### config.mk
export PLATFORM = sky130hd
export DESIGN_NAME = dual_hbridge_drive_control
export DESIGN_NICKNAME = d
export VERILOG_FILES = /design/src/hw/hbridge_pkg.sv /design/src/hw/hbridge_leg.sv /design/src/hw/dual_hbridge_drive_control.sv
export SDC_FILE = /design/constraint.sdc
export NUM_CORES = 1
export LEC_CHECK = 0
export BUFFER_PORTS_ARGS = -buffer_cell sky130_fd_sc_hd__buf_2
export CAP_MARGIN = 10
export CORE_MARGIN = 1
export CORE_UTILIZATION = 40
export CTS_CLUSTER_DIAMETER = 80
export DETAILED_ROUTE_END_ITERATION = 6
export PLACE_DENSITY_LB_ADDON = 0.08
export SYNTH_ARGS = -nofsm -noshare
export SYNTH_HDL_FRONTEND = slang
export SYNTH_SLANG_ARGS = --single-unit
### constraint.sdc
create_clock -name pclk -period 2.6 [get_ports pclk]
set_input_delay 0.13 -clock pclk [delete_from_list [all_inputs] [get_ports pclk]]
set_output_delay 0.13 -clock pclk [all_outputs]
set_load 0.01 [all_outputs]
### src/hw/hbridge_pkg.sv
// constants shared by the dual h-bridge drive control block
// assumes a 125 MHz pclk and an apb register master
package hbridge_pkg;
   localparam int unsigned CLK_MHZ            = 125;
   localparam int unsigned CLK_KHZ            = 125000;
   // timing figures in their printed units
   localparam int unsigned BLANK_TIME_NS      = 3750;
   localparam int unsigned DEAD_TIME_NS       = 450;
   localparam int unsigned PWM_FREQ_KHZ       = 50;
   localparam int unsigned OCP_DEGLITCH_US    = 4;
   localparam int unsigned OCP_RETRY_US       = 1350;
   localparam int unsigned WAKE_TIME_US       = 1000;
   // cycle counts
   localparam int unsigned BLANK_CYC   = (BLANK_TIME_NS * CLK_MHZ + 999) / 1000;
   localparam int unsigned DEAD_CYC    = (DEAD_TIME_NS * CLK_MHZ + 999) / 1000;
   localparam int unsigned PWM_CYC     = CLK_KHZ / PWM_FREQ_KHZ;
   localparam int unsigned DEG_CYC     = OCP_DEGLITCH_US * CLK_MHZ;
   localparam int unsigned RETRY_CYC   = OCP_RETRY_US * CLK_MHZ;
   localparam int unsigned WAKE_CYC    = WAKE_TIME_US * CLK_MHZ;
   localparam int unsigned WAKE_USE_CYC = WAKE_CYC / 2;
   // register byte offsets
   localparam logic [7:0] CTRL_OFF    = 8'h00;
   localparam logic [7:0] STATUS_OFF  = 8'h04;
   localparam logic [7:0] PWMCNT_OFF  = 8'h08;
   // control register field positions and reset value
   localparam int unsigned CTRL_A1    = 0;
   localparam int unsigned CTRL_A2    = 1;
   localparam int unsigned CTRL_B1    = 2;
   localparam int unsigned CTRL_B2    = 3;
   localparam int unsigned CTRL_SRC   = 4;
   localparam logic [31:0] CTRL_RST   = 32'h0000_0000;
   // bridge leg encoding on the drive outputs
   typedef enum logic [1:0] {
      LEG_OFF  = 2'b00,
      LEG_LOW  = 2'b01,
      LEG_HIGH = 2'b10
   } leg_t;
   typedef enum logic [1:0] {
      BR_RUN   = 2'b00,
      BR_CHOP  = 2'b01,
      BR_OCP   = 2'b10
   } bridge_state_t;
endpackage : hbridge_pkg

### src/hw/hbridge_leg.sv
// one h-bridge: input decode, chopping, overcurrent retry, dead time
// assumes synchronised inputs and a shared pwm cycle start pulse
`timescale 1ns/1ps
module hbridge_leg (
   input  wire logic       pclk,
   input  wire logic       presetn,
   input  wire logic       enable,
   input  wire logic       ctrl_1,
   input  wire logic       ctrl_2,
   input  wire logic       pwm_start,
   input  wire logic       sense_trip,
   input  wire logic [3:0] ilimit,
   output logic [1:0]      drive_1,
   output logic [1:0]      drive_2,
   output logic            ocp_active,
   output logic            chop_active
);
   // ------------------------------------------------------------
   // state
   // ------------------------------------------------------------
   hbridge_pkg::bridge_state_t state;
   logic [31:0] deg_cnt;
   logic [31:0] retry_cnt;
   logic [15:0] blank_cnt;
   logic [1:0]  want_1;
   logic [1:0]  want_2;
   logic [1:0]  prev_1;
   logic [1:0]  prev_2;
   logic [7:0]  dead_1;
   logic [7:0]  dead_2;
   logic        chopped;
   logic        energised;

   // ------------------------------------------------------------
   // decoded target per leg
   // ------------------------------------------------------------
   always_comb begin
      want_1 = hbridge_pkg::LEG_OFF;
      want_2 = hbridge_pkg::LEG_OFF;
      if (!enable || state == hbridge_pkg::BR_OCP) begin
         want_1 = hbridge_pkg::LEG_OFF;
         want_2 = hbridge_pkg::LEG_OFF;
      end else if (state == hbridge_pkg::BR_CHOP) begin
         want_1 = hbridge_pkg::LEG_LOW;
         want_2 = hbridge_pkg::LEG_LOW;
      end else begin
         case ({ctrl_1, ctrl_2})
            2'b01:   begin want_1 = hbridge_pkg::LEG_LOW;  want_2 = hbridge_pkg::LEG_HIGH; end
            2'b10:   begin want_1 = hbridge_pkg::LEG_HIGH; want_2 = hbridge_pkg::LEG_LOW;  end
            2'b11:   begin want_1 = hbridge_pkg::LEG_LOW;  want_2 = hbridge_pkg::LEG_LOW;  end
            default: begin want_1 = hbridge_pkg::LEG_OFF;  want_2 = hbridge_pkg::LEG_OFF;  end
         endcase
      end
   end

   assign energised = (drive_1 == hbridge_pkg::LEG_HIGH) || (drive_2 == hbridge_pkg::LEG_HIGH);

   // ------------------------------------------------------------
   // blanking and chop control
   // ------------------------------------------------------------
   always_ff @(posedge pclk or negedge presetn) begin
      if (!presetn) begin
         blank_cnt <= 16'h0000;
      end else if (!energised) begin
         blank_cnt <= 16'h0000;
      end else if (blank_cnt < 16'(hbridge_pkg::BLANK_CYC)) begin
         blank_cnt <= blank_cnt + 16'h0001;
      end
   end

   // ------------------------------------------------------------
   // bridge state machine
   // ------------------------------------------------------------
   always_ff @(posedge pclk or negedge presetn) begin
      if (!presetn) begin
         state     <= hbridge_pkg::BR_RUN;
         deg_cnt   <= 32'h0000_0000;
         retry_cnt <= 32'h0000_0000;
         chopped   <= 1'b0;
      end else if (!enable) begin
         state     <= hbridge_pkg::BR_RUN;
         deg_cnt   <= 32'h0000_0000;
         retry_cnt <= 32'h0000_0000;
         chopped   <= 1'b0;
      end else begin
         if (state != hbridge_pkg::BR_OCP && |ilimit) begin
            deg_cnt <= deg_cnt + 32'h0000_0001;
         end else begin
            deg_cnt <= 32'h0000_0000;
         end
         if (pwm_start) begin
            chopped <= 1'b0;
         end
         case (state)
            hbridge_pkg::BR_RUN: begin
               if (deg_cnt >= hbridge_pkg::DEG_CYC) begin
                  state     <= hbridge_pkg::BR_OCP;
                  retry_cnt <= 32'h0000_0000;
               end else if (energised && sense_trip && !chopped && !pwm_start &&
                            blank_cnt >= 16'(hbridge_pkg::BLANK_CYC)) begin
                  state   <= hbridge_pkg::BR_CHOP;
                  chopped <= 1'b1;
               end
            end
            hbridge_pkg::BR_CHOP: begin
               if (deg_cnt >= hbridge_pkg::DEG_CYC) begin
                  state     <= hbridge_pkg::BR_OCP;
                  retry_cnt <= 32'h0000_0000;
               end else if (pwm_start) begin
                  state <= hbridge_pkg::BR_RUN;
               end
            end
            hbridge_pkg::BR_OCP: begin
               if (retry_cnt >= hbridge_pkg::RETRY_CYC - 1) begin
                  state <= hbridge_pkg::BR_RUN;
               end else begin
                  retry_cnt <= retry_cnt + 32'h0000_0001;
               end
            end
            default: state <= hbridge_pkg::BR_RUN;
         endcase
      end
   end

   // ------------------------------------------------------------
   // dead time: a leg that changes side passes through off first
   // ------------------------------------------------------------
   always_ff @(posedge pclk or negedge presetn) begin
      if (!presetn) begin
         drive_1 <= hbridge_pkg::LEG_OFF;
         prev_1  <= hbridge_pkg::LEG_OFF;
         dead_1  <= 8'h00;
      end else if (want_1 == hbridge_pkg::LEG_OFF) begin
         drive_1 <= hbridge_pkg::LEG_OFF;
         prev_1  <= hbridge_pkg::LEG_OFF;
         dead_1  <= 8'h00;
      end else if (want_1 != prev_1) begin
         drive_1 <= hbridge_pkg::LEG_OFF;
         if (dead_1 >= 8'(hbridge_pkg::DEAD_CYC - 1)) begin
            prev_1 <= want_1;
            dead_1 <= 8'h00;
         end else begin
            dead_1 <= dead_1 + 8'h01;
         end
      end else begin
         drive_1 <= want_1;
      end
   end

   always_ff @(posedge pclk or negedge presetn) begin
      if (!presetn) begin
         drive_2 <= hbridge_pkg::LEG_OFF;
         prev_2  <= hbridge_pkg::LEG_OFF;
         dead_2  <= 8'h00;
      end else if (want_2 == hbridge_pkg::LEG_OFF) begin
         drive_2 <= hbridge_pkg::LEG_OFF;
         prev_2  <= hbridge_pkg::LEG_OFF;
         dead_2  <= 8'h00;
      end else if (want_2 != prev_2) begin
         drive_2 <= hbridge_pkg::LEG_OFF;
         if (dead_2 >= 8'(hbridge_pkg::DEAD_CYC - 1)) begin
            prev_2 <= want_2;
            dead_2 <= 8'h00;
         end else begin
            dead_2 <= dead_2 + 8'h01;
         end
      end else begin
         drive_2 <= want_2;
      end
   end

   always_ff @(posedge pclk or negedge presetn) begin
      if (!presetn) begin
         ocp_active  <= 1'b0;
         chop_active <= 1'b0;
      end else begin
         ocp_active  <= (state == hbridge_pkg::BR_OCP);
         chop_active <= (state == hbridge_pkg::BR_CHOP);
      end
   end
endmodule : hbridge_leg

### src/hw/dual_hbridge_drive_control.sv
// top of the dual h-bridge drive control logic with apb status port
// assumes pins arrive asynchronously and the analog side supplies
// comparator, current limit, thermal and supply flags as levels
//
// Local design decisions: the APB slave port and the placing of the registers.
`timescale 1ns/1ps
// Function
// per bridge: 00 coast, 01 reverse, 10 forward, 11 brake
// host pwms one input holding other low (fast) or high (slow)
// fast decay turns all switches off; slow decay shorts the winding
// sense trip stops drive until next fixed pwm cycle
// sense comparator ignored for 3.75 us after drive enables
// blanking interval is the minimum on-time while chopping
// chop from comparator tripping above 200 mV reference
// after chop both low sides on until next pwm cycle
// sleep low disables bridges, stops clocks, resets logic
// during sleep all other control inputs ignored
// bridges operate within 1 ms after sleep released
// host waits up to 1 ms after wake before trusting outputs
// current limit beyond deglitch time disables bridge, fault low
// bridge retries after retry period, repeating while fault lasts
// overcurrent shutdown affects only the bridge where detected
// high and low side overcurrent detected without sense path
// overtemperature disables switches, fault low, auto resume
// supply low lockout disables all and resets logic, no fault
// current control pwm cycle runs at 50 kHz
// about 450 ns dead time between opposite switches of a leg
// fault low while any overcurrent or thermal shutdown active
// at most one chop per pwm cycle; inputs restored each cycle
module dual_hbridge_drive_control #(
   parameter int unsigned WAKE_CYCLES = hbridge_pkg::WAKE_USE_CYC
) (
   input  wire logic        pclk,
   input  wire logic        presetn,
   input  wire logic        sleep_n,
   input  wire logic        supply_low_lockout,
   input  wire logic        thermal_shutdown,
   input  wire logic        bridge_a_ctrl_1,
   input  wire logic        bridge_a_ctrl_2,
   input  wire logic        bridge_b_ctrl_1,
   input  wire logic        bridge_b_ctrl_2,
   input  wire logic        sense_trip_a,
   input  wire logic        sense_trip_b,
   input  wire logic [3:0]  ilimit_a,
   input  wire logic [3:0]  ilimit_b,
   input  wire logic        psel,
   input  wire logic        penable,
   input  wire logic        pwrite,
   input  wire logic [7:0]  paddr,
   input  wire logic [31:0] pwdata,
   output logic [31:0]      prdata,
   output logic             pready,
   output logic             pslverr,
   output logic [1:0]       bridge_a_drive_1,
   output logic [1:0]       bridge_a_drive_2,
   output logic [1:0]       bridge_b_drive_1,
   output logic [1:0]       bridge_b_drive_2,
   output logic             fault_n,
   output logic             fault_n_oe,
   output logic             awake
);
   // ------------------------------------------------------------
   // pin synchronisers
   // ------------------------------------------------------------
   localparam int unsigned NSYNC = 17;
   logic [NSYNC-1:0] pin_raw;
   logic [NSYNC-1:0] pin_s1;
   logic [NSYNC-1:0] pin_s2;

   assign pin_raw = {sleep_n, supply_low_lockout, thermal_shutdown,
                     bridge_a_ctrl_1, bridge_a_ctrl_2, bridge_b_ctrl_1, bridge_b_ctrl_2,
                     sense_trip_a, sense_trip_b, ilimit_a, ilimit_b};

   always_ff @(posedge pclk or negedge presetn) begin
      if (!presetn) begin
         pin_s1 <= '0;
         pin_s2 <= '0;
      end else begin
         pin_s1 <= pin_raw;
         pin_s2 <= pin_s1;
      end
   end

   logic       s_sleep_n;
   logic       s_supply_low_lockout;
   logic       s_tsd;
   logic [3:0] s_ctrl;
   logic       s_trip_a;
   logic       s_trip_b;
   logic [3:0] s_ilim_a;
   logic [3:0] s_ilim_b;

   assign s_sleep_n = pin_s2[16];
   assign s_supply_low_lockout    = pin_s2[15];
   assign s_tsd     = pin_s2[14];
   assign s_ctrl    = pin_s2[13:10];
   assign s_trip_a  = pin_s2[9];
   assign s_trip_b  = pin_s2[8];
   assign s_ilim_a  = pin_s2[7:4];
   assign s_ilim_b  = pin_s2[3:0];

   // ------------------------------------------------------------
   // sleep and lockout act as a logic reset
   // ------------------------------------------------------------
   logic hold_reset;
   assign hold_reset = !s_sleep_n || s_supply_low_lockout;

   // ------------------------------------------------------------
   // wake timer
   // ------------------------------------------------------------
   logic [31:0] wake_cnt;
   logic        run;

   always_ff @(posedge pclk or negedge presetn) begin
      if (!presetn) begin
         wake_cnt <= 32'h0000_0000;
         run      <= 1'b0;
      end else if (hold_reset) begin
         wake_cnt <= 32'h0000_0000;
         run      <= 1'b0;
      end else if (!run) begin
         if (wake_cnt >= WAKE_CYCLES - 1) begin
            run <= 1'b1;
         end else begin
            wake_cnt <= wake_cnt + 32'h0000_0001;
         end
      end
   end

   // ------------------------------------------------------------
   // apb registers
   // ------------------------------------------------------------
   logic [31:0] ctrl;
   logic        apb_wr;
   logic        apb_rd;
   logic [15:0] pwm_cnt;
   logic        ocp_a;
   logic        ocp_b;
   logic        chop_a;
   logic        chop_b;

   assign apb_wr = psel && penable && pwrite;
   assign apb_rd = psel && !penable && !pwrite;

   function automatic logic known_addr(input logic [7:0] a);
      known_addr = (a == hbridge_pkg::CTRL_OFF) || (a == hbridge_pkg::STATUS_OFF) ||
                   (a == hbridge_pkg::PWMCNT_OFF);
   endfunction : known_addr

   always_ff @(posedge pclk or negedge presetn) begin
      if (!presetn) begin
         ctrl <= hbridge_pkg::CTRL_RST;
      end else if (apb_wr && paddr == hbridge_pkg::CTRL_OFF) begin
         ctrl <= {27'h0, pwdata[4:0]};
      end
   end

   always_ff @(posedge pclk or negedge presetn) begin
      if (!presetn) begin
         prdata  <= 32'h0000_0000;
         pready  <= 1'b0;
         pslverr <= 1'b0;
      end else begin
         pready  <= psel && !penable;
         pslverr <= psel && !penable && !known_addr(paddr);
         if (apb_rd) begin
            case (paddr)
               hbridge_pkg::CTRL_OFF:   prdata <= ctrl;
               hbridge_pkg::STATUS_OFF: prdata <= {24'h0, s_supply_low_lockout, !s_sleep_n, run, s_tsd,
                                                   chop_b, chop_a, ocp_b, ocp_a};
               hbridge_pkg::PWMCNT_OFF: prdata <= {16'h0, pwm_cnt};
               default:                 prdata <= 32'h0000_0000;
            endcase
         end
      end
   end

   // ------------------------------------------------------------
   // control source: pins, or register bits when selected
   // ------------------------------------------------------------
   logic [3:0] eff_ctrl;
   assign eff_ctrl = ctrl[hbridge_pkg::CTRL_SRC] ?
                     {ctrl[hbridge_pkg::CTRL_A1], ctrl[hbridge_pkg::CTRL_A2],
                      ctrl[hbridge_pkg::CTRL_B1], ctrl[hbridge_pkg::CTRL_B2]} : s_ctrl;

   // ------------------------------------------------------------
   // fixed frequency pwm cycle
   // ------------------------------------------------------------
   logic pwm_start;

   always_ff @(posedge pclk or negedge presetn) begin
      if (!presetn) begin
         pwm_cnt   <= 16'h0000;
         pwm_start <= 1'b0;
      end else if (hold_reset) begin
         pwm_cnt   <= 16'h0000;
         pwm_start <= 1'b0;
      end else if (pwm_cnt >= 16'(hbridge_pkg::PWM_CYC - 1)) begin
         pwm_cnt   <= 16'h0000;
         pwm_start <= 1'b1;
      end else begin
         pwm_cnt   <= pwm_cnt + 16'h0001;
         pwm_start <= 1'b0;
      end
   end

   // ------------------------------------------------------------
   // bridges
   // ------------------------------------------------------------
   logic       bridge_en;
   logic [1:0] a_d1;
   logic [1:0] a_d2;
   logic [1:0] b_d1;
   logic [1:0] b_d2;

   assign bridge_en = run && !hold_reset && !s_tsd;

   hbridge_leg u_bridge_a (
      .pclk        (pclk),
      .presetn     (presetn),
      .enable      (bridge_en),
      .ctrl_1      (eff_ctrl[3]),
      .ctrl_2      (eff_ctrl[2]),
      .pwm_start   (pwm_start),
      .sense_trip  (s_trip_a),
      .ilimit      (s_ilim_a),
      .drive_1     (a_d1),
      .drive_2     (a_d2),
      .ocp_active  (ocp_a),
      .chop_active (chop_a)
   );

   hbridge_leg u_bridge_b (
      .pclk        (pclk),
      .presetn     (presetn),
      .enable      (bridge_en),
      .ctrl_1      (eff_ctrl[1]),
      .ctrl_2      (eff_ctrl[0]),
      .pwm_start   (pwm_start),
      .sense_trip  (s_trip_b),
      .ilimit      (s_ilim_b),
      .drive_1     (b_d1),
      .drive_2     (b_d2),
      .ocp_active  (ocp_b),
      .chop_active (chop_b)
   );

   // ------------------------------------------------------------
   // output registers and fault reporting
   // ------------------------------------------------------------
   logic fault_now;
   assign fault_now = !hold_reset && (ocp_a || ocp_b || s_tsd);

   always_ff @(posedge pclk or negedge presetn) begin
      if (!presetn) begin
         bridge_a_drive_1 <= hbridge_pkg::LEG_OFF;
         bridge_a_drive_2 <= hbridge_pkg::LEG_OFF;
         bridge_b_drive_1 <= hbridge_pkg::LEG_OFF;
         bridge_b_drive_2 <= hbridge_pkg::LEG_OFF;
         fault_n          <= 1'b1;
         fault_n_oe       <= 1'b0;
         awake            <= 1'b0;
      end else begin
         bridge_a_drive_1 <= a_d1;
         bridge_a_drive_2 <= a_d2;
         bridge_b_drive_1 <= b_d1;
         bridge_b_drive_2 <= b_d2;
         fault_n          <= 1'b0;
         fault_n_oe       <= fault_now;
         awake            <= run;
      end
   end
endmodule : dual_hbridge_drive_control

# --- Yosys cells after proc, flatten, opt, wreduce, memory -nomap -nowiden ---
# Index checks and enable logic that the tools add are counted.
word_totals:
  reg_bits: 352
  word_cells: 272
op_classes:
  add_sub_neg: 12
  magnitude_cmp: 14
  eq_ne: 38
  muxes: 95
  reduce_logical: 70
ops:
  columns: ["operator", "count"]
  rows:
  - ["$mux 32", 13]
  - ["$add 32x1->32 const B", 5]
  - ["$pmux 32 s2", 2]
  - ["$mux 16", 6]
  - ["$mux 8", 12]
  - ["$mux 2", 39]
  - ["$ge 32x18->1 const B", 2]
  - ["$ge 32x9->1 const B", 2]
  - ["$add 16x1->16 const B", 3]
  - ["$pmux 16 s3", 1]
  - ["$add 8x1->8 const B", 4]
  - ["$ge 16x9->1 const B", 2]
  - ["$ge 32x16->1 const B", 1]
  - ["$ge 8x6->1 const B", 4]
  - ["$lt 16x9->1 const B", 2]
  - ["$eq 2x2->1 const B", 10]
  - ["$logic_and 1x1->1", 19]
  - ["$ne 3x3->1 const B", 6]
  - ["$ge 16x12->1 const B", 1]
  - ["$pmux 2 s2", 4]
  - ["$reduce_bool 2->1", 8]
  - ["$mux 1", 15]
  - ["$logic_not 2->1", 6]
  - ["$ne 2x2->1 const B", 6]
  - ["16 further kinds", 56]

# --- Longest topological paths before layout ---
# Gate-level depths: netlist of run 1.
depth:
  depth_word: 11
  ltp_mapped: 10

# --- Modules after synthesis ---
# Synthesis of run 1 repeated with hierarchy kept, for this count alone.
unflattened:
  cells_unflattened: 1400
  area_unflattened_um2: 14989.4
modules_own_cells:
  columns: ["module", "n_inst", "cells_each", "area_each_um2", "seq_area_each_um2"]
  rows:
  - ["hbridge_leg at u_bridge_a", 1, 527, 5296.3, 2727.6]
  - ["hbridge_leg at u_bridge_b", 1, 517, 5241.3, 2727.6]
  - ["dual_hbridge_drive_control", 1, 356, 4451.8, 2954.1]

# --- Worst setup path after synthesis of run 1 ---
# OpenSTA, ideal clock, no wires.
synth_path:
  path_type: "register to register"
  start: "register u_bridge_a.retry_cnt[1]"
  end: "register u_bridge_a.retry_cnt[0]"
  setup_time_ps: 133
  t_arrival_ps: 2046
  slack_ps: 420
  path_stages_with_launch: 10
  path_buffers: 1
  path_cell_list: "dfrtp_1 > inv_1 > ha_1 > nand2b_1 > a2111oi_0 > or4_4 > nand2_1 > a21oi_1 > clkbuf_1 > o21ai_0"
synth_between:
  elab_chain_cells: 3
synth_rtl:
  columns: ["element", "line", "source"]
  rows:
  - ["start, declared", "hbridge_leg.sv:23", "logic [31:0] retry_cnt;"]
  - ["start signal, assigned", "hbridge_leg.sv:117", "retry_cnt <= retry_cnt + 32'h0000_0001;"]
  - ["$ge 32x18->1", "hbridge_leg.sv:114", "if (retry_cnt >= hbridge_pkg::RETRY_CYC - 1) begin"]
  - ["$ne 3x3->1 (no line)", null, null]
  - ["$reduce_and 3->1 (no line)", null, null]
# Every way passes these cells.
# A chain may end at the register's enable or synchronous reset.

# --- Final worst setup path of run 1 ---
layout_path:
  start: "register ctrl[4]"
  end: "register u_bridge_b.dead_2[3]"
layout_between:
  elab_chain_cells: 8
  elab_cells_between_ends: 12
  cone_classes: "eq/ne: 4; mux: 5; reduce/logical: 3"
layout_rtl:
  columns: ["element", "line", "source"]
  rows:
  - ["start, declared", "dual_hbridge_drive_control.sv:133", "logic [31:0] ctrl;"]
  - ["start signal, assigned", "dual_hbridge_drive_control.sv:152", "ctrl <= hbridge_pkg::CTRL_RST;"]
  - ["start signal, assigned", "dual_hbridge_drive_control.sv:154", "ctrl <= {27'h0, pwdata[4:0]};"]
  - ["$mux 4 *", "dual_hbridge_drive_control.sv:182", "assign eff_ctrl = ctrl[hbridge_pkg::CTRL_SRC] ?"]
  - ["$eq 2x2->1", "hbridge_leg.sv:47", "case ({ctrl_1, ctrl_2})"]
  - ["$reduce_or 2->1 (no line)", null, null]
  - ["$pmux 2 s2 *", "hbridge_leg.sv:47", null]
  - ["$mux 2 *", "hbridge_leg.sv:43", "end else if (state == hbridge_pkg::BR_CHOP) begin"]
  - ["$mux 2 *", "hbridge_leg.sv:40", "if (!enable || state == hbridge_pkg::BR_OCP) begin"]
  - ["$ne 2x2->1 or $logic_not 2->1 (tied branches)", "hbridge_leg.sv:159, hbridge_leg.sv:155", null]
  - ["$reduce_bool 2->1 (no line) or $mux 8 (tied branches)", null, null]
  - ["end signal, assigned", "hbridge_leg.sv:165", "dead_2 <= dead_2 + 8'h01;"]
  - ["end, declared", "hbridge_leg.sv:30", "logic [7:0] dead_2;"]
# Mark *: on every way between the ends. The rest lies on a longest branch, timed or not.

==> out/qor.yml, run 1 <==
logic_synthesis:
  syn-cell-area_sq_um: 15060
  synth_top_area_cell: "dfrtp_1"
  ys_seq_area_share_pct: 55.83
  ys_ff_latch: 336
  synthDistinctLibCells: 73
  synth_warnings: 0
  synth.area.top_cells: "dfrtp_1 56%, nor2_1 4.1%, nand2_1 2.9%"
  synth_ff_type: "dfrtp_1"
  async_reset_ff_share_pct: 100.0
  syn_inst: 1451
  synth.avg_cell_area_sq_um: 10.38
  synth-edff-count: 0
  synth_top_area_share_pct: 55.65
critical_path:
  crit_family: "simple AND/OR/NAND/NOR gates"
  startpoint_type: "flop"
  critPathSlowestCell: "or4_1"
  cp.arrival_ns: 2.82
  cp.required_ns: 3.06
  crit_buf_inv: 1
  crit_fanout: 8
  crit_start: "ctrl[4]"
  critical_path_class: "reg2reg"
  crit_chain: "buf_4 -> mux2_2 -> and4b_1 -> and2_1 -> a21o_1 -> or4_1 -> o211ai_1"
  reg2reg_from: "ctrl[4]"
  cp-end-kind: "flop"
  max_stage_delay_ns: 0.52
grt:
  grt_pass1_vias: 10420
  use_met2_pct: 25.66
  grt.met3_usage_pct: 3.593
  grt_remaining_overflow: 0
  grt_max_degree: 85
  gr-usage-met1_pct: 24.59
  track_usage_pct: 16.98
  top_usage_layer: "met2"
  antenna_found_initial: 0
  grt_pass1_wl_mm: 53.36
sta:
  fmax_ghz: 0.4235
  skew_ns: 0.008029
  worst_slack_ns: 0.2385
  tightestPinTransition_ns: 0.7716
  maxSlewHeadroom_pct: 48.56
  rsz0062_at_grt: "false"
  fin_crit_sh_pct: 90.83
  hold_viol_final: 0
  finalSetupViolations: 0
  tns_ns: 0
  final_max_slew_viol_count: 0
  period_minus_slack_ns: 2.362
floorplanning:
  rows: 70
  initial_utilization_pct: 40.85
  core-area_sq_um: 36870
  die_h_um: 196.1
  chipWidth_um: 196.1
  ios: 107
  dieArea_sq_um: 38440
clocking:
  clockBufferDepth: 3
  cts_tree: "done"
  numCtsBuffers: 39
  cts_max_level: 2
  worstSkewPairLatency_ns: 0.54
  clock-sinks: 336
  clk_pin_slew_ns: 0.06
  clock-root-buffer: "clkbuf_16"
route:
  detail_route.wirelength_mm: 31.48
  final_antenna_net_count: 0
  drt_iter0_drc: 551
  first_pass_iters: 5
  drc: 0
  vias: 10680
  wl_per_cell_um: 14.86
  viasPerCell: 5.042
placement:
  dp_slack_ns: 0.1776
  portBuffers: 63
  dp.final_hpwl_mm: 21.04
  place_inst: 2028
  gp_congestion: 0.7838
worst_hold_path:
  hp-start: "paddr[0]"
  hold_class: "in2reg"
job:
  max_cap_violations: 0
finish:
  final_cell_mix: "335 x dfrtp_1, 165 x nor2_1, 118 x nand2_1, 63 x nand3_1"
  area_growth_pct: 18.03
  layout_commonest_cell: "dfrtp_1"
  fin_cells: 2118
  final_util_pct: 48.22
  nets: 1680
  drive_gt1_share_pct: 12.64
  n_antenna_cell: 0
power:
  p_leak_nw: 7.815
  pwr_density_cell_nw_per_um2: 613.1
  peakVddDrop_uv: 426.0
outcome:
  status: "complete, no violations"
## registers in the layout (all words and copies together), names as in the netlist, 5 cells and up
signal	count
u_bridge_a.deg_cnt	32
u_bridge_a.retry_cnt	32
u_bridge_b.deg_cnt	32
u_bridge_b.retry_cnt	32
wake_cnt	32
pin_s1	17
pin_s2	17
prdata	16
pwm_cnt	16
u_bridge_a.blank_cnt	16
u_bridge_b.blank_cnt	16
u_bridge_a.dead_1	8
u_bridge_a.dead_2	8
u_bridge_b.dead_1	8
u_bridge_b.dead_2	8
ctrl	5
## layer usage
| layer | up-vias | part of all wire, % | wire length [um] |
|---|---|---|---|
| li1 | 5342 | - | - |
| met3 | 45 | 3.7 | 1164 |
| met5 | - | 0 | 0 |
| met4 | 0 | 2.0 | 620 |
| met2 | 142 | 44 | 13720 |
| met1 | 5151 | 51 | 15970 |
## what timing repair did
item,4_1_cts,5_1_grt
buffers inserted,0,0
gates resized for setup,0,2
hold buffers,27,0
endpoints found under the setup margin,0,20
endpoints found under the hold margin,99,0
## path summary, 6_finish.rpt
kind / slack [ns] / endpoint / cells past startpoint
setup / recovery: 0.24 / u_bridge_b.dead_2[3] / 7
setup reg to reg: 0.24 / u_bridge_b.dead_2[3] / 7
max in group asynchronous: 1.57 / u_bridge_a.deg_cnt[20] / 3
hold reg to reg: 0.34 / pin_s2[7] / 0
hold / removal: 0.05 / prdata[6] / 4
min in group asynchronous: 0.19 / bridge_b_drive_1[1] / 2
## cells in the mapped netlist (3+ instances only)
library cell and instances:
a21oi_1 44, nand4_1 33, a41oi_1 11, nor2_1 165, or4_1 8, xor2_1 45
a21o_1 6, nor3_1 30, mux2_2 12, nand2_1 118, o21a_1 5, nand2b_1 13
a21boi_0 4, nand3b_1 4, o22ai_1 6, o22a_1 17, and2_1 62, a311o_1 3
clkbuf_1 32, and4_1 8, buf_2 10, ha_1 26, nor2b_1 24, or2_2 4
mux2i_1 12, a22oi_1 3, o21ai_0 54, o31ai_1 7, nor3b_1 4, and3_1 29
nor4_1 34, o211ai_1 7, a31oi_1 17, a211oi_1 7, nand3_1 63, dfrtp_1 335
xnor2_1 45, a22o_1 10, or3_1 15, inv_1 55, buf_4 16
## final cells by class
class	count	area (sq um)
fill	3389	19090
sequential	336	8409
multi-input combinational	1021	6248
clock buffer	54	1145
timing repair buffer	139	1039
tap	504	630.6
inverter	55	206.4
clock inverter	9	101.3
## stage by stage
stage	total power [mW]	cell area (sq um)	hold WS, ns
after global routing	11.36	17780	0.05446
final	10.90	17780	0.05304
after global placement	5.618	16260	0.1997
after CTS	11.12	17770	0.01348
after detailed placement	5.620	16260	0.1913
after floorplan	5.451	15140	-0.1656
## logic make-up (layout without fill, tap and decap cells)
group / count (synthesis) / count (layout) / synth area share (%)
xor+xnor: 90 / 90 / 5.233
compound gates: 227 / 227 / 10.16
other cells: 1 / 21 / 0.02490
fa+ha+maj: 29 / 29 / 2.367
buf+inv: 114 / 257 / 3.323
mux: 24 / 24 / 1.695
flops: 336 / 336 / 55.83
simple gates: 630 / 630 / 21.37
## worst register-to-register path, stage by stage, from the launching register on
cell      delay, ns
dfrtp_1        0.48
buf_4          0.20
mux2_2         0.36
and4b_1        0.21
and2_1         0.18
a21o_1         0.24
or4_1          0.52
o211ai_1       0.09
## power breakdown
part | internal, mW | leakage, nW | switching, mW
Clock | 3.25 | 0.615 | 2.11
Sequential | 5.27 | 4.60 | 0.0228
Combinational | 0.0866 | 2.60 | 0.168
No activity file was read; power rests on OpenSTA's default activity.
==> inputs of run 2 (changes only) <==
Settings changed: HOLD_SLACK_MARGIN set to 0.05, SYNTH_HIERARCHICAL set to 1.
==> run 2 against run 1 <==
  * Via count decreased by 1.6%
  * Critical path depth unchanged
  * First-iteration DRC count fell by 10%
  * Sequential cell count unchanged
  * Critical path type unchanged
  * Clock power increased by 3.9%
  * Global-route usage down 0.22 points
  * Critical endpoint is now wake_cnt[7]
  * Fmax decreased by 3.1%
  * Cell area is 0.99% lower
  * Die area fell by 0.48%
  * Sequential share of layout area grew 0.47 points
  * Synthesized area shrank 0.49%
==> out/qor.yml, run 2 <==
grt:
  grt.met3_usage_pct: 2.712  # -0.88 points
  grt_remaining_overflow: 0  # unchanged
  top_usage_layer: "met2"
  grt_pass1_vias: 10290  # -1.2%
  antenna_found_initial: 0  # unchanged
  gr-usage-met1_pct: 23.95  # -0.64 points
  use_met2_pct: 25.77  # +0.10 points
  grt_pass1_wl_mm: 52.34  # -1.9%
  track_usage_pct: 16.76  # -0.22 points
  grt_max_degree: 71  # -16%
placement:
  portBuffers: 63  # unchanged
  dp_slack_ns: 0.1628  # -0.01473 ns
  placed_cell_area_sq_um: 15990  # -1.6%
  place_inst: 1929  # -4.9%
  dp.final_hpwl_mm: 20.38  # -3.1%
  gp_congestion: 0.7757  # -1.0%
route:
  drc: 0  # unchanged
  final_antenna_net_count: 0  # unchanged
  viasPerCell: 5.184  # +2.8%
  wl_per_cell_um: 15.15  # +2.0%
  detail_route.wirelength_mm: 30.72  # -2.4%
  first_pass_iters: 4  # -1
  vias: 10510  # -1.6%
  drt_iter0_drc: 495  # -10%
power:
  peakVddDrop_uv: 370.5  # -13%
  p_leak_nw: 7.658  # -2.0%
  pwr_density_cell_nw_per_um2: 630.6  # +2.9%
  total_power_mw: 11.10  # +1.9%
finish:
  area_growth_pct: 17.45
  drive_gt1_share_pct: 12.83  # +0.19 points
  fin_cells: 2027  # -4.3%
  layout_commonest_cell: "dfrtp_1"
  final_cell_mix: "335 x dfrtp_1, 161 x nor2_1, 79 x nand2_1, 70 x and2_1, 62 x buf_2"
  nets: 1619  # -3.6%
  n_antenna_cell: 0  # unchanged
  design_area_sq_um: 17600  # -0.99%
  final_util_pct: 47.86  # -0.36 points
critical_path:
  crit_fanout: 18  # +10
  cp-end-kind: "flop"
  cp.required_ns: 3.07  # about the same
  cp.arrival_ns: 2.91  # +0.09 ns
  crit_start: "wake_cnt[0]"
  reg2reg_from: "wake_cnt[0]"
  critical_path_class: "reg2reg"
  startpoint_type: "flop"
logic_synthesis:
  async_reset_ff_share_pct: 100.0  # unchanged
  syn-cell-area_sq_um: 14990  # -0.49%
  synth_warnings: 6  # +6
  ys_seq_area_share_pct: 56.10  # +0.27 points
  synth_most_common_cell: "dfrtp_1"
  synth-edff-count: 0  # unchanged
  synth_top_area_share_pct: 55.93  # +0.27 points
  ys_ff_latch: 336  # unchanged
  synth.avg_cell_area_sq_um: 10.71  # +3.1%
  synth_ff_type: "dfrtp_1"
  syn_inst: 1400  # -3.5%
  synth_common_cells: "335 x dfrtp_1, 161 x nor2_1, 79 x nand2_1"
  synth.area.top_cells: "dfrtp_1 56%, nor2_1 4.0%, xnor2_1 3.0%"
  synthDistinctLibCells: 78  # +6.8%
  synth_top_area_cell: "dfrtp_1"
worst_hold_path:
  hold_class: "in2reg"
  hp-start: "paddr[6]"
sta:
  skew_ns: 0.01822  # +0.01019 ns
  worst_slack_ns: 0.1627  # -0.07574 ns
  final_max_slew_viol_count: 0  # unchanged
  rsz0062_at_grt: "false"
  maxSlewHeadroom_pct: 55.36  # +6.8 points
  finalSetupViolations: 0  # unchanged
  fin_crit_sh_pct: 93.74  # +2.9 points
  tightestPinTransition_ns: 0.6651  # -0.1065 ns
  hold_viol_final: 0  # unchanged
  fmax_ghz: 0.4103  # -3.1%
  hold_slack_ns: 0.09528  # +0.04223 ns
  period_minus_slack_ns: 2.437  # +0.07574 ns
  tns_ns: 0  # unchanged
job:
  max_cap_violations: 0  # unchanged
clocking:
  clock-root-buffer: "clkbuf_16"
  numCtsBuffers: 39  # unchanged
  post_cts_resized: 0  # unchanged
  clock-sinks: 336  # unchanged
  hold_buffers: 29  # +7.4%
  post_cts_buffers: 0  # unchanged
  clk_pin_slew_ns: 0.06  # about the same
  clockBufferDepth: 3  # unchanged
  cts_max_level: 2  # unchanged
  worstSkewPairLatency_ns: 0.55  # about the same
  cts_tree: "done"
floorplanning:
  core-area_sq_um: 36790  # -0.24%
  rows: 70  # unchanged
  chipWidth_um: 195.6  # -0.24%
  die_h_um: 195.6  # -0.24%
  initial_utilization_pct: 40.75  # -0.10 points
  dieArea_sq_um: 38250  # -0.48%
  ios: 107  # unchanged
outcome:
  status: "complete, no violations"
[run 2: cell types whose count changed after synthesis, sizes merged, moves of 6 or more]
cell,change
nor3,-17
mux2,+6
nand4,+11
nand2,-38
a31oi,-8
and2,+8
o22a,-16
xnor2,+6
mux2i,-6
inv,-7
nand3,-6
o31ai,+13
nor4b,+6
o21ai,+7
[run 2: cells by family after synthesis]
logic type / Yosys count / synth area share (%)
buf+inv: 102 / 3.063
xor+xnor: 99 / 5.785
fa+ha+maj: 26 / 2.170
flops: 336 / 56.10
compound gates: 204 / 9.099
mux: 24 / 1.753
simple gates: 608 / 22.00
other cells: 1 / 0.02502
[run 2: final timing paths]
check / endpoint / slack, ns / cells after the start
min in group asynchronous: prdata[12] / 0.16 / 2
setup / recovery: wake_cnt[7] / 0.16 / 7
setup reg to reg: wake_cnt[7] / 0.16 / 7
max in group asynchronous: u_bridge_b/deg_cnt[18] / 1.61 / 3
hold / removal: prdata[5] / 0.1 / 4
hold reg to reg: pin_s2[0] / 0.35 / 0
[run 2: cell type report]
type	count	area [sq um]
sequential	336	8409
tap	468	585.6
fill	3400	19180
clock buffer	56	1172
clock inverter	13	147.6
timing repair buffer	123	898.4
inverter	49	183.9
multi-input combinational	982	6207
[run 2: routing by layer]
layer	vias to the layer above	share of wire, %
li1	5146	-
met1	5180	50
met2	138	45
met3	44	3.2
met4	0	2.2
met5	-	0
[run 2: critical path, stage by stage (launching register included)]
cell	delay, ns
dfrtp_1	0.40
ha_1	0.24
o41ai_2	0.36
nand3_1	0.12
a211o_1	0.46
buf_4	0.25
or4_1	0.46
nand2_1	0.08
[run 2: report_power, final]
group | switching [mW] | internal (mW) | leakage (nW)
combinational | 0.171 | 0.0844 | 2.41
sequential | 0.0178 | 5.27 | 4.60
clock | 2.14 | 3.43 | 0.647
total | 2.32 | 8.78 | 7.66
==> inputs of run 3 (changes only) <==
Settings changed: CELL_PAD_IN_SITES_DETAIL_PLACEMENT set to 0, CELL_PAD_IN_SITES_GLOBAL_PLACEMENT set to 2.
==> run 3 against run 2 <==
  * Largest cell class unchanged
  * Critical path depth unchanged
  * Largest power group unchanged
  * Core utilization decreased by 0.075 points
  * Via count decreased by 2.0%
  * First-iteration DRC count decreased by 8.7%
  * Critical endpoint is now wake_cnt[4]
  * Worst setup slack improved by 0.096 ns
==> out/qor.yml, run 3 (same netlist as run 2, synthesis figures left out) <==
power:
  total_power_mw: 11.05  # -0.43%
  peakVddDrop_uv: 497.0  # +34%
  p_leak_nw: 7.639  # -0.25%
  pwr_density_cell_nw_per_um2: 628.9  # -0.28%
clocking:
  cts_max_level: 2  # unchanged
  cts_tree: "done"
  worstSkewPairLatency_ns: 0.55  # about the same
  clock-sinks: 336  # unchanged
  clock-root-buffer: "clkbuf_16"
  numCtsBuffers: 39  # unchanged
  clockBufferDepth: 3  # unchanged
  clk_pin_slew_ns: 0.06  # about the same
sta:
  final_max_slew_viol_count: 0  # unchanged
  period_minus_slack_ns: 2.341  # -0.09624 ns
  rsz0062_at_grt: "false"
  finalSetupViolations: 0  # unchanged
  skew_ns: 0.01518  # -0.003041 ns
  fmax_ghz: 0.4272  # +4.1%
  hold_viol_final: 0  # unchanged
  worst_slack_ns: 0.2590  # +0.09624 ns
  tns_ns: 0  # unchanged
  fin_crit_sh_pct: 90.04  # -3.7 points
  maxSlewHeadroom_pct: 58.31  # +3.0 points
  tightestPinTransition_ns: 0.6212  # -0.04396 ns
  hold_slack_ns: 0.1702  # +0.07492 ns
finish:
  final_util_pct: 47.78  # -0.075 points
  final_cell_mix: "335 x dfrtp_1, 161 x nor2_1, 79 x nand2_1, 70 x and2_1, 62 x buf_2"
  design_area_sq_um: 17580  # -0.16%
  nets: 1620  # +0.062%
  drive_gt1_share_pct: 12.49  # -0.34 points
  n_antenna_cell: 0  # unchanged
  layout_commonest_cell: "dfrtp_1"
  fin_cells: 2029  # +0.099%
  area_growth_pct: 17.26
route:
  routed.top_layer: "met4"
  met3_length_um: 989  # -0.40%
  drt_iter0_drc: 452  # -8.7%
  viasPerCell: 5.075  # -2.1%
  detail_route.wirelength_mm: 31.47  # +2.4%
  wl_met1_mm: 16.09  # +5.2%
  vias: 10300  # -2.0%
  first_pass_iters: 5  # +1
  drc: 0  # unchanged
  wl_per_cell_um: 15.51  # +2.3%
  final_antenna_net_count: 0  # unchanged
  dr_wl_met2_mm: 13.68  # -0.44%
critical_path:
  startpoint_type: "flop"
  critical_path_class: "reg2reg"
  max_stage_delay_ns: 0.44  # -0.02 ns
  cp-end-kind: "flop"
  cp.arrival_ns: 2.80  # -0.11 ns
  cp.required_ns: 3.06  # about the same
  crit_fanout: 19  # +1
  crit_chain: "ha_1 -> o41ai_2 -> nand3_1 -> a211o_2 -> buf_4 -> or3_1 -> a21oi_1"
  critPathSlowestCell: "a211o_2"
floorplanning:
  die_h_um: 195.6  # unchanged
  rows: 70  # unchanged
  initial_utilization_pct: 40.75  # unchanged
  chipWidth_um: 195.6  # unchanged
  dieArea_sq_um: 38250  # unchanged
  core-area_sq_um: 36790  # unchanged
  ios: 107  # unchanged
grt:
  track_usage_pct: 17.17  # +0.41 points
  grt_max_degree: 79  # +11%
  grt_pass1_wl_mm: 53.23  # +1.7%
  grt_pass1_vias: 10260  # -0.27%
  antenna_found_initial: 0  # unchanged
  grt_remaining_overflow: 0  # unchanged
placement:
  placed_cell_area_sq_um: 15980  # about the same
  place_inst: 1929  # unchanged
  portBuffers: 63  # unchanged
  dp_slack_ns: 0.1576  # -0.005242 ns
  gp_congestion: 0.7761  # about the same
  dp.final_hpwl_mm: 20.54  # +0.78%
job:
  max_cap_violations: 0  # unchanged
worst_hold_path:
  hold_class: "in2async"
outcome:
  status: "complete, no violations"
==> run 3: cell count changes in the layout (fill, tap and decap cells not counted) <==
| cell | previous run | this run |
|---|---|---|
| clkbuf_1 | 6 | 13 |
| clkbuf_8 | 9 | 7 |
| clkinv_2 | 7 | 5 |
| clkinvlp_4 | 3 | 1 |
| a211o_1 | 1 | 0 |
| a211o_2 | 0 | 1 |
| buf_12 | 4 | 3 |
| buf_4 | 27 | 28 |
| dlygate4sd3_1 | 29 | 30 |
==> run 3: layout make-up <==
cell class,instances,area (sq um)
Fill cell,3428,19210
Sequential cell,336,8409
Multi-Input combinational cell,982,6208
Clock buffer,61,1171
Timing Repair Buffer,124,895.9
Tap cell,468,585.6
Inverter,49,183.9
Clock inverter,9,122.6
==> run 3: repair_timing <==
item | CTS | global route
setup endpoints to repair | 0 | 1
buffers inserted | 0 | 0
resized for setup | 0 | 1
hold buffers | 30 | 0
hold endpoints to repair | 107 | 0
==> run 3: routing by layer <==
layer  global-route usage, %  up-vias
met2                   25.53      116
met4                   6.095        0
met1                   25.16     4983
li1                        -     5148
met3                   2.902       51
met5                       0        -
==> run 3: final timing paths <==
check,from,endpoint,slack (ns),cells after the start
hold / removal,presetn,prdata[15],0.17,2
min in group pclk,pwrite,prdata[6],0.17,4
max in group asynchronous,presetn,u_bridge_b/prev_2[1],1.59,3
setup / recovery,wake_cnt[0],wake_cnt[4],0.26,7
setup reg to reg,wake_cnt[0],wake_cnt[4],0.26,7
hold reg to reg,pin_s1[4],pin_s2[4],0.34,0
==> run 3: report_power, final <==
part	total (mW)	internal, mW	switching [mW]
sequential	5.29	5.27	0.0176
clock	5.52	3.39	2.13
combinational	0.251	0.0824	0.169
==> run 3: critical path, delay by kind of cell, from the launching register on <==
family	cells	cell delay [ns]
buf+inv	1	0.22
compound gates	3	0.94
simple gates	2	0.46
flops	1	0.40
fa+ha+maj	1	0.23
